[config.mk]
export PLATFORM = sky130hd
export DESIGN_NAME = cascade_output_bus_port
export DESIGN_NICKNAME = d
export VERILOG_FILES = /design/src/rtl/cascade_bus_pkg.sv /design/src/rtl/sat_adder.sv /design/src/rtl/cascade_output_bus_port.sv
export VERILOG_INCLUDE_DIRS = /design/src /design/src/rtl
export SDC_FILE = /design/constraint.sdc
export NUM_CORES = 1
export LEC_CHECK = 0
export BUFFER_PORTS_ARGS = -buffer_cell sky130_fd_sc_hd__buf_2
export CAP_MARGIN = 15
export CORE_MARGIN = 4
export CORE_UTILIZATION = 25
export CTS_CLUSTER_SIZE = 20
export DETAILED_ROUTE_END_ITERATION = 7
export PLACE_DENSITY_LB_ADDON = 0.3
export REMOVE_ABC_BUFFERS = 1
export SLEW_MARGIN = 40
export SYNTH_ARGS = -nofsm -noshare
export SYNTH_HDL_FRONTEND = slang
export SYNTH_SLANG_ARGS = --single-unit
[constraint.sdc]
create_clock -name core_clk -period 2.9 [get_ports core_clk]
set_clock_uncertainty 0.2 [all_clocks]
set_input_delay 0.435 -clock core_clk [delete_from_list [all_inputs] [get_ports core_clk]]
set_output_delay 0.435 -clock core_clk [all_outputs]
set_load 0.02 [all_outputs]
[src/rtl/cascade_bus_defines.svh]
// constants for the cascade and output bus port
`ifndef CASCADE_BUS_DEFINES_SVH
`define CASCADE_BUS_DEFINES_SVH
`define BUS_W 20
`define BUS_MSB 19
`define SAT_MAX 20'h7FFFF
`define SAT_MIN 20'h80000
`define ZERO_BUS 20'h00000
`endif

[src/rtl/cascade_bus_pkg.sv]
// types for the cascade and output bus port
package cascade_bus_pkg;
  typedef enum logic [1:0] {
    MODE_NORMAL,
    MODE_CASCADE_IN,
    MODE_MUX_IQ
  } out_mode_t;
endpackage : cascade_bus_pkg

[src/rtl/sat_adder.sv]
// saturating two's-complement adder for one output summer
`timescale 1ns/1ps
`include "cascade_bus_defines.svh"
module sat_adder (
  input wire logic core_clk,
  input wire logic rst_b,
  input wire logic [`BUS_MSB:0] a,
  input wire logic [`BUS_MSB:0] b,
  output logic [`BUS_MSB:0] sum_reg
);
  logic [`BUS_W:0] wide;
  logic [`BUS_MSB:0] sum_next;
  always_comb begin
    wide = {a[`BUS_MSB], a} + {b[`BUS_MSB], b};
    // sign bits disagree only when the sum overflowed
    if (wide[`BUS_W] != wide[`BUS_MSB]) begin
      sum_next = wide[`BUS_W] ? `SAT_MIN : `SAT_MAX;
    end else begin
      sum_next = wide[`BUS_MSB:0];
    end
  end
  always_ff @(posedge core_clk or negedge rst_b) begin
    if (!rst_b) begin
      sum_reg <= `ZERO_BUS;
    end else begin
      sum_reg <= sum_next;
    end
  end
endmodule : sat_adder

[src/rtl/cascade_output_bus_port.sv]
// dual-purpose cascade input / output buses c and d
// Contract
// - both buses are inputs in cascade-in mode, outputs otherwise.
// - i cascade samples are two's complement, captured every rising edge.
// - q cascade samples are two's complement, captured every rising edge.
// - i cascade feeds summer 1, q cascade feeds summer 2.
// - bus c carries summer 3 samples, updated each rising edge.
// - bus d carries summer 4 samples, updated each rising edge.
// - in muxed i/q mode strobe is high while buses carry i data.
// - summers add cascade input to local signal with saturation.
`timescale 1ns/1ps
`include "cascade_bus_defines.svh"
module cascade_output_bus_port
  import cascade_bus_pkg::*;
(
  input wire logic core_clk,
  input wire logic rst_b,
  input wire out_mode_t out_mode,
  input wire logic [`BUS_MSB:0] local_sum1,
  input wire logic [`BUS_MSB:0] local_sum2,
  input wire logic [`BUS_MSB:0] summer3_data,
  input wire logic [`BUS_MSB:0] summer4_data,
  input wire logic summer_is_i,
  input wire logic [`BUS_MSB:0] i_cascade_or_bus_c_in,
  output logic [`BUS_MSB:0] i_cascade_or_bus_c_out,
  output logic i_cascade_or_bus_c_oe_b,
  input wire logic [`BUS_MSB:0] q_cascade_or_bus_d_in,
  output logic [`BUS_MSB:0] q_cascade_or_bus_d_out,
  output logic q_cascade_or_bus_d_oe_b,
  output logic [`BUS_MSB:0] summer1_out,
  output logic [`BUS_MSB:0] summer2_out,
  output logic i_data_valid_strobe
);
  // ************************************************
  // mode register and bus direction
  // ************************************************
  out_mode_t mode_reg;
  logic [`BUS_MSB:0] i_cap_reg;
  logic [`BUS_MSB:0] q_cap_reg;
  logic cascade_in;
  assign cascade_in = (mode_reg == MODE_CASCADE_IN);

  always_ff @(posedge core_clk or negedge rst_b) begin
    if (!rst_b) begin
      mode_reg <= MODE_CASCADE_IN;
    end else begin
      mode_reg <= out_mode;
    end
  end

  // enables follow the registered mode, so a turnaround costs two edges from out_mode;
  // reset leaves both buses released to avoid contention
  always_ff @(posedge core_clk or negedge rst_b) begin
    if (!rst_b) begin
      i_cascade_or_bus_c_oe_b <= 1'b1;
      q_cascade_or_bus_d_oe_b <= 1'b1;
    end else begin
      i_cascade_or_bus_c_oe_b <= cascade_in;
      q_cascade_or_bus_d_oe_b <= cascade_in;
    end
  end

  // ************************************************
  // cascade capture
  // ************************************************
  always_ff @(posedge core_clk or negedge rst_b) begin
    if (!rst_b) begin
      i_cap_reg <= `ZERO_BUS;
      q_cap_reg <= `ZERO_BUS;
    end else if (cascade_in) begin
      i_cap_reg <= i_cascade_or_bus_c_in;
      q_cap_reg <= q_cascade_or_bus_d_in;
    end else begin
      // not cascading: summers see zero so the local signal passes
      i_cap_reg <= `ZERO_BUS;
      q_cap_reg <= `ZERO_BUS;
    end
  end

  // ************************************************
  // summers 1 and 2
  // ************************************************
  sat_adder u_sum1 (
    .core_clk(core_clk),
    .rst_b(rst_b),
    .a(local_sum1),
    .b(i_cap_reg),
    .sum_reg(summer1_out)
  );
  sat_adder u_sum2 (
    .core_clk(core_clk),
    .rst_b(rst_b),
    .a(local_sum2),
    .b(q_cap_reg),
    .sum_reg(summer2_out)
  );

  // ************************************************
  // output buses c and d, strobe
  // ************************************************
  always_ff @(posedge core_clk or negedge rst_b) begin
    if (!rst_b) begin
      i_cascade_or_bus_c_out <= `ZERO_BUS;
      q_cascade_or_bus_d_out <= `ZERO_BUS;
    end else begin
      i_cascade_or_bus_c_out <= summer3_data;
      q_cascade_or_bus_d_out <= summer4_data;
    end
  end

  always_ff @(posedge core_clk or negedge rst_b) begin
    if (!rst_b) begin
      i_data_valid_strobe <= 1'b0;
    end else begin
      i_data_valid_strobe <= (mode_reg == MODE_MUX_IQ) && summer_is_i;
    end
  end
endmodule : cascade_output_bus_port

==> results of run 1 <==
-- where the power goes --
group | switching (W) | internal (W)
Sequential | 0.0000506 | 0.00190
Combinational | 0.000693 | 0.000577
Clock | 0.000764 | 0.00130
Total | 0.00151 | 0.00379
-- final cells by class --
class,count,area (um^2),area share [%]
flip-flops and latches,124,3110,34.3
multi-input cells,334,2640,29.2
repair buffers,353,2320,25.6
clock buffers,21,460,5.09
well taps,280,350,3.87
clock inverters,11,119,1.31
inverters,14,52.6,0.581
-- per-layer routing --
layer	wire length, um	global-route usage, %	vias up
met5	0	0	-
met4	134	3.81	0
met3	815	3.16	8
met2	9090	24.5	106
met1	5820	13.4	2282
li1	-	-	2416
-- worst min-delay path by stage --
stage	endpoint	start	slack, ps	depth (start not counted)
after floorplan	i_cap_reg[0]	rst_b	-60	0
after global placement	q_cascade_or_bus_d_out[1]	rst_b	130	1
final	i_cap_reg[11]	i_cascade_or_bus_c_in[11]	20	2
after global routing	q_cap_reg[17]	q_cascade_or_bus_d_in[17]	9	2
after detailed placement	q_cascade_or_bus_d_out[1]	rst_b	140	1
after CTS	q_cap_reg[12]	q_cascade_or_bus_d_in[12]	4	2
-- what timing repair did --
item | 4_1_cts | 5_1_grt
cloned | 0 | 1
gates resized for setup | 17 | 58
hold buffers | 43 | 0
setup buffers | 4 | 10
pin swaps | 5 | 24
hold endpoints to repair | 71 | 0
setup endpoints to repair | 31 | 38
-- worst max-delay path, stage by stage, from the launching register on --
cell	delay (ps)
dfrtp_1	400
ha_4	290
nand2_2	50
or4_4	540
a31o_1	210
a21bo_2	230
nor3b_4	170
nor3_4	200
buf_6	150
nor2_4	40
buf_12	140
o31ai_4	200
-- cells in the mapped netlist, drive strengths merged (3+ instances only) --
cell type and n:
a21o 15, xnor2 18, a31oi 9, o21ai 44
dfrtp 122, nand4b 3, nand2b 5, ha 40
nor2b 4, a211oi 3, nand4 3, maj3 7
nand3 9, o2111ai 3, o21bai 3, and2 44
xor2 15, inv 14, clkbuf 8, o21a 3
nor2 15, a21oi 36, nor3 5, buf 3
nand2 22
-- through the flow --
stage	setup WS, ps	hold slack (ps)
after global routing	-135	8.83
after global placement	-482	133
after detailed placement	-496	140
final	-26.8	21.5
after CTS	1.90	3.54
after floorplan	-101	-60.6
-- cells by family (layout without fill, tap and decap cells) --
logic type | after synthesis | after routing | synth area share (%)
flops | 124 | 124 | 55.5
fa+ha+maj | 49 | 49 | 10.9
simple gates | 121 | 122 | 12.3
xor+xnor | 33 | 33 | 5.17
buf+inv | 25 | 399 | 1.90
compound gates | 130 | 130 | 14.2
-- cells in the final DEF, fill, tap and decap left out, types with 18 or more instances in the layout --
cell	instances
and2_1	43
a21oi_1	30
o21ai_0	20
buf_2	206
xnor2_1	18
dfrtp_1	122
dlygate4sd3_1	43
ha_1	35
buf_4	93
nand2_1	19
==> metrics.csv, run 1 <==
metric,value,unit
ys_ff_latch,124,
dieArea,24800,um^2
die_w,158,um
start_util,25.5,%
worstSetupEndpointType,flop,
cts_tree,done,
top_level_ports,208,
hpwl,11.9,mm
grt_overflow,0,
critPathLaunch,i_cap_reg[7],
cp.arrival,3050,ps
numCtsBuffers,17,
ys_async_sr_fraction,100,%
areaGrowthSynthToFinish,61.8,%
die_height,158,um
synth_area_leaders,"dfrtp_1, ha_1, and2_1",
vdd_ir_drop_max,0.350,mV
insertion_delay,410,ps
synth-edff-count,0,
fillers,2169,
netlist.area_leader.share,54.6,%
dr.pass1.iters,6,
drive_gt1_share,46.0,%
ff2ff_path_depth,11,
hold_viol_final,0,
clockBufferDepth,2,
dpl_cell_area,7610,um^2
route.detailed.drc,0,
diodes,0,
placed_cells,1047,
status,finished with violations,
synthCells,482,
root_buffer,clkbuf_16,
cap_violations,0,
hp-class,in -> reg,
grt_pass1_vias,4967,
worst_slew_pin_slew,471,ps
routedWlPerCell,14.0,um
r2r_setup_slack,-30,ps
seq_area_frac_synth,55.5,%
worst_slack,-26.8,ps
min_period,2930,ps
drt-total-wl,15.9,mm
syn_area_per_cell,11.6,um^2
slew_headroom,68.3,%
reg2reg_to,u_sum1.sum_reg[4],
rsz0062_at_grt,yes,
power.density,585,nW/um^2
crit_type,reg -> reg,
min_period_over_period,101,%
max_freq,0.342,GHz
ys.flop_type,dfrtp_1,
path_clk_slew,60,ps
fin_nets,1011,
vias_per_cell,4.23,
ys_warn_count,0,
grt_antenna_before_repair,0,
rows,54,
synth_area,5590,um^2
setup_viol,1,
violations,negative setup slack,
p_leak,4.51,nW
critPathCapture,u_sum1.sum_reg[4],
final_cells,1137,
start_kind,flop,
cp.required,3020,ps
slew_violations,0,
ys_types,54,
ant_nets,0,
crit_fanout,10,
gp_congestion,0.785,
drt_first_iter_violations,105,
clock-sinks,124,
grt_pass1_wl,24.5,mm
reg2reg_from,i_cap_reg[7],
portBuffers,207,
final_cell_area,9050,um^2
p_total,0.00529,W
core,21900,um^2
grt_start_max_net_pins,77,
htree_levels,4,
vias,4812,
grt_use_total,12.7,%
setup_tns,-26.8,ps
final_core_util,41.3,%
synth_area_leader_cell,dfrtp_1,
(Power assumes the default switching activity.)
==> inputs of run 2 (changes only) <==
--- a/config.mk
+++ b/config.mk
@@ -9,7 +9,7 @@
 export BUFFER_PORTS_ARGS = -buffer_cell sky130_fd_sc_hd__buf_2
 export CAP_MARGIN = 15
 export CORE_MARGIN = 4
-export CORE_UTILIZATION = 25
+export CORE_UTILIZATION = 40
 export CTS_CLUSTER_SIZE = 20
 export DETAILED_ROUTE_END_ITERATION = 7
 export PLACE_DENSITY_LB_ADDON = 0.3
==> run 2 against run 1 <==
  * The flow still finishes with violations (negative setup slack)
  * Critical path depth is 1 lower
  * Global-route usage is 7.1 points higher
  * Register-to-register slack hardly changed
==> metrics.csv, run 2 (same netlist as run 1, synthesis figures left out) <==
metric,value,unit,change
vias,4943,,+2.7%
min_period_over_period,101,%,-0.27 points
p_leak,4.44,nW,-1.6%
grt_overflow,0,,unchanged
cp.arrival,3040,ps,about the same
crit_type,reg -> reg,,
ant_nets,0,,unchanged
clockBufferDepth,2,,unchanged
dieArea,15900,um^2,-36%
cp.required,3020,ps,about the same
dr.pass1.iters,4,,-2
min_to,q_cap_reg[7],,
start_util,41.6,%,+16 points
drive_gt1_share,44.5,%,-1.5 points
reg2reg_to,u_sum1.sum_reg[4],,
placed_cells,932,,-11%
min_period,2920,ps,-7.97 ps
grt_pass1_vias,5256,,+5.8%
hp-class,in -> reg,,
rows,42,,-22%
final_common_cell,buf_2,,
vdd_ir_drop_max,0.352,mV,+0.44%
fillers,1067,,-51%
areaGrowthSynthToFinish,57.2,%,
cap_violations,0,,unchanged
grt_use_total,19.7,%,+7.1 points
power.density,579,nW/um^2,-0.98%
gp_congestion,0.869,,+11%
max_freq,0.343,GHz,+0.27%
die_w,126,um,-20%
insertion_delay,420,ps,about the same
numCtsBuffers,17,,unchanged
crit_fanout,12,,+2
hold_start,q_cascade_or_bus_d_in[7],,
dp_worst_setup_slack,-525,ps,-28.4 ps
start_kind,flop,,
p_total,0.00509,W,-3.8%
worstSetupEndpointType,flop,,
top_level_ports,208,,unchanged
grt_antenna_before_repair,0,,unchanged
vias_per_cell,4.82,,+14%
fin_nets,1004,,-0.69%
die_height,126,um,-20%
route.detailed.drc,0,,unchanged
cts_tree,done,,
violations,negative setup slack,,
routedWlPerCell,14.9,um,+7.1%
setup_viol,1,,unchanged
r2r_setup_slack,-20,ps,about the same
final_cells,1026,,-9.8%
drt-total-wl,15.3,mm,-3.4%
worst_slack,-18.9,ps,+7.97 ps
multi_input_area,2640,um^2,-0.28%
hpwl,11.4,mm,-4.2%
slew_violations,0,,unchanged
drt_first_iter_violations,183,,+74%
ff2ff_path_depth,10,,-1
rsz0062_at_grt,yes,,
reg2reg_from,i_cap_reg[7],,
hold_viol_final,0,,unchanged
clock-sinks,124,,unchanged
root_buffer,clkbuf_16,,
worst_slew_pin_slew,490,ps,+19.1 ps
path_clk_slew,50,ps,about the same
core,13500,um^2,-39%
holdPathStages,2,,unchanged
final_cell_mix,"buf_2, dfrtp_1, buf_4, and2_1, dlygate4sd3_1",,
diodes,0,,unchanged
htree_levels,4,,unchanged
portBuffers,207,,unchanged
grt_pass1_wl,25.2,mm,+3.0%
seq_area,3110,um^2,unchanged
status,finished with violations,,
grt_start_max_net_pins,54,,-30%
slew_headroom,67.0,%,-1.3 points
## run 2: critical path: stages, from the launching register on
cell     delay (ps)
dfrtp_1         400
ha_4            290
nand2_2          60
or4_4           540
a31o_1          250
a21bo_1         200
nor3b_4         160
nor3_4          300
nor2_4           70
buf_12          140
o31ai_2         200
## run 2: through the flow
stage               setup TNS, ps  hold WS [ps]  area, um^2  util (%)
floorplan                   -1190         -60.6        5540         -
global placement           -10730           203        7400      55.0
detailed placement         -12960           202        7400      55.0
CTS                          -512          3.21        8510      63.3
global route                -2150          10.8        8790      65.3
finish                      -18.9          21.2        8790      65.3
## run 2: worst max path at each step
stage	start	end	slack (ps)
after global routing	i_cap_reg[7]	u_sum1.sum_reg[4]	-150
after detailed placement	local_sum1[0]	u_sum1.sum_reg[15]	-520
final	i_cap_reg[7]	u_sum1.sum_reg[4]	-20
after global placement	local_sum1[0]	u_sum1.sum_reg[15]	-470
after CTS	i_cap_reg[10]	u_sum1.sum_reg[10]	-100
after floorplan	local_sum1[9]	u_sum1.sum_reg[18]	-100
## run 2: cell type report
| type | instances | area share, % |
|---|---|---|
| multi-input cells | 333 | 30.0 |
| clock buffers | 23 | 5.55 |
| inverters | 14 | 0.598 |
| repair buffers | 347 | 25.3 |
| clock inverters | 9 | 0.726 |
| well taps | 176 | 2.51 |
| flip-flops and latches | 124 | 35.3 |
## run 2: timing repair
item                                   4_1_cts  5_1_grt
pin swaps                                    4       24
resized for setup                            9       52
endpoints found under the hold margin       71        0
setup buffers                               11        8
hold buffers                                43        0
gates cloned                                 0        0
setup endpoints to repair                   32       39
## run 2: report_power, final
group          internal, W  total [W]  switching [W]  leakage [nW]
clock              0.00118    0.00191       0.000736         0.253
sequential         0.00190    0.00195      0.0000496          1.53
combinational     0.000551    0.00122       0.000671          2.66
total              0.00363    0.00509        0.00146          4.44
## run 2: metal layers
layer  part of all wire (%)  up-vias  routed length, um  GRT usage [%]
met1                     38     2334               5760           21.6
met3                    5.6       35                860           4.87
met5                      0        -                  0              0
met4                    2.4        0                371           8.08
li1                       -     2409                  -              -
met2                     54      165               8340           36.5
==> inputs of run 3 (changes only) <==
--- a/config.mk
+++ b/config.mk
@@ -10,6 +10,7 @@
 export CAP_MARGIN = 15
 export CORE_MARGIN = 4
 export CORE_UTILIZATION = 40
+export CTS_BUF_LIST = sky130_fd_sc_hd__clkbuf_8
 export CTS_CLUSTER_SIZE = 20
 export DETAILED_ROUTE_END_ITERATION = 7
 export PLACE_DENSITY_LB_ADDON = 0.3
==> run 3 against run 2 <==
  * The flow still finishes with violations (negative setup slack)
  * Sequential share of layout area shrank 1.6 points
  * Final area grew 4.7%
  * Setup slack lost 12 ps
==> metrics.csv, run 3 (same netlist as run 1, synthesis figures left out) <==
metric,value,unit,change
grt_use_total,20.5,%,+0.78 points
violations,negative setup slack,,
setup_viol,1,,unchanged
vias_per_cell,4.83,,+0.34%
hold_viol_final,0,,unchanged
grt_start_max_net_pins,54,,unchanged
r2r_setup_slack,-30,ps,about the same
path_clk_slew,70,ps,+20 ps
grt.met1_usage,22.1,%,+0.49 points
hp-class,in -> reg,,
reg2reg_to,u_sum1.sum_reg[4],,
grt_use_met3,5.67,%,+0.80 points
route.detailed.drc,0,,unchanged
clock-sinks,124,,unchanged
core,13500,um^2,unchanged
die_w,126,um,unchanged
grt_pass1_wl,26.2,mm,+3.9%
power_switching,0.00147,W,+0.79%
hpwl,11.4,mm,unchanged
gr-usage-met2,37.7,%,+1.2 points
start_util,41.6,%,unchanged
cap_violations,0,,unchanged
drt-total-wl,16.4,mm,+7.2%
min_period,2930,ps,+12.1 ps
ant_nets,0,,unchanged
final_common_cell,buf_2,,
vias,5182,,+4.8%
htree_levels,4,,unchanged
worst_slew_pin_slew,462,ps,-27.5 ps
crit_fanout,6,,-6
crit_type,reg -> reg,,
p_sw_share,31.3,%,+2.7 points
fillers,1015,,-4.9%
diodes,0,,unchanged
slew_violations,0,,unchanged
areaGrowthSynthToFinish,64.6,%,
portBuffers,207,,unchanged
cp.arrival,3080,ps,+40 ps
routedWlPerCell,15.3,um,+2.6%
clkPwrFrac,28.7,%,-8.9 points
ff2ff_path_depth,10,,unchanged
rows,42,,unchanged
dr.pass1.iters,4,,unchanged
max_freq,0.341,GHz,-0.41%
status,finished with violations,,
p_int,0.00322,W,-11%
fin_nets,1050,,+4.6%
reg2reg_from,i_cap_reg[1],,
insertion_delay,440,ps,+20 ps
worst_slack,-31.0,ps,-12.1 ps
root_buffer,clkbuf_8,,
grt_pass1_vias,5482,,+4.3%
pwr-share-seq,41.6,%,+3.2 points
cp.required,3050,ps,+30 ps
final_cell_mix,"buf_2, dfrtp_1, buf_4, dlygate4sd3_1, and2_1",,
combPwrFrac,29.7,%,+5.7 points
gp_congestion,0.869,,unchanged
drive_gt1_share,45.3,%,+0.84 points
critPathLaunch,i_cap_reg[1],,
grt_antenna_before_repair,0,,unchanged
p_leak,4.61,nW,+3.9%
power.density,510,nW/um^2,-12%
worstSetupEndpointType,flop,,
clockBufferDepth,2,,unchanged
top_level_ports,208,,unchanged
die_height,126,um,unchanged
vdd_ir_drop_max,0.297,mV,-16%
hold_ws,30.0,ps,+8.82 ps
dieArea,15900,um^2,unchanged
numCtsBuffers,17,,unchanged
drt_first_iter_violations,191,,+4.4%
holdPathStages,2,,unchanged
cts_tree,done,,
setup_tns,-31.0,ps,-12.1 ps
critPathCapture,u_sum1.sum_reg[4],,
grt_overflow,0,,unchanged
rsz0062_at_grt,yes,,
slew_headroom,68.8,%,+1.9 points
min_period_over_period,101,%,+0.42 points
start_kind,flop,,
final_core_util,68.4,%,+3.1 points
gr-max-usage-layer,met2,,
run 3: cell types whose count changed in the layout (fill, tap and decap cells not counted), moves of 3 or more:
cell           delta
buf_6             +9
dlygate4sd3_1    +39
o21ai_2          +16
a21oi_2           +3
a21oi_1           -3
clkbuf_8         +17
ha_4              -3
o21ai_0           -6
clkbuf_16        -16
buf_4             -7
o21ai_1          -11
run 3: power groups by stage:
stage | Sequential, W | Clock [W] | Combinational [W]
finish | 0.00195 | 0.00135 | 0.00139
global route | 0.00197 | 0.00147 | 0.00150
CTS | 0.00195 | 0.00138 | 0.00121
detailed placement | 0.00199 | 0 | 0.00107
global placement | 0.00198 | 0 | 0.00105
floorplan | 0.00218 | 0 | 0.000366
run 3: worst min-delay path by stage:
stage,to,start,slack (ps)
2_1_floorplan,i_cap_reg[0],rst_b,-60
3_3_place_gp,u_sum1.sum_reg[1],rst_b,200
3_5_place_dp,u_sum1.sum_reg[1],rst_b,200
4_1_cts,i_cap_reg[9],i_cascade_or_bus_c_in[9],7
5_1_grt,i_cap_reg[9],i_cascade_or_bus_c_in[9],5
6_report,i_cap_reg[9],i_cascade_or_bus_c_in[9],30
run 3: critical path: stages (launching register included):
cell      delay, ps
dfrtp_1         420
ha_4            300
a211oi_4         60
or4_4           520
a31o_1          210
a21bo_1         230
nor3b_4         160
nor3_4          280
nor2_4          100
buf_12          160
o31ai_4         190
run 3: per-layer routing:
layer | up-vias | routed length (um)
met4 | 0 | 444
met5 | - | 0
met3 | 37 | 932
met2 | 178 | 9000
li1 | 2502 | -
met1 | 2465 | 6050
run 3: layout make-up:
type / instances / area, um^2 / area share [%]
inverter: 14 / 52.6 / 0.571
sequential: 124 / 3110 / 33.7
timing repair buffer: 391 / 2730 / 29.6
tap: 176 / 220 / 2.39
multi-input combinational: 335 / 2740 / 29.7
clock inverter: 11 / 71.3 / 0.775
clock buffer: 21 / 289 / 3.14
run 3: timing repair:
action	4_1_cts	5_1_grt
buffers inserted	9	13
hold buffers	82	0
endpoints found under the setup margin	31	38
endpoints found under the hold margin	110	0
gates cloned	0	4
pin swaps	6	35
resized for setup	17	86
run 3: metrics by stage:
| stage | worst slack [ps] | area [um^2] | total power (W) | std cells |
|---|---|---|---|---|
| detailed placement | -525 | 7400 | 0.00305 | 932 |
| floorplan | -101 | 5540 | 0.00255 | 471 |
| global route | -165 | 9200 | 0.00494 | 1072 |
| CTS | 1.78 | 8740 | 0.00454 | 1055 |
| finish | -31.0 | 9200 | 0.00469 | 1072 |
| global placement | -469 | 7400 | 0.00303 | 932 |
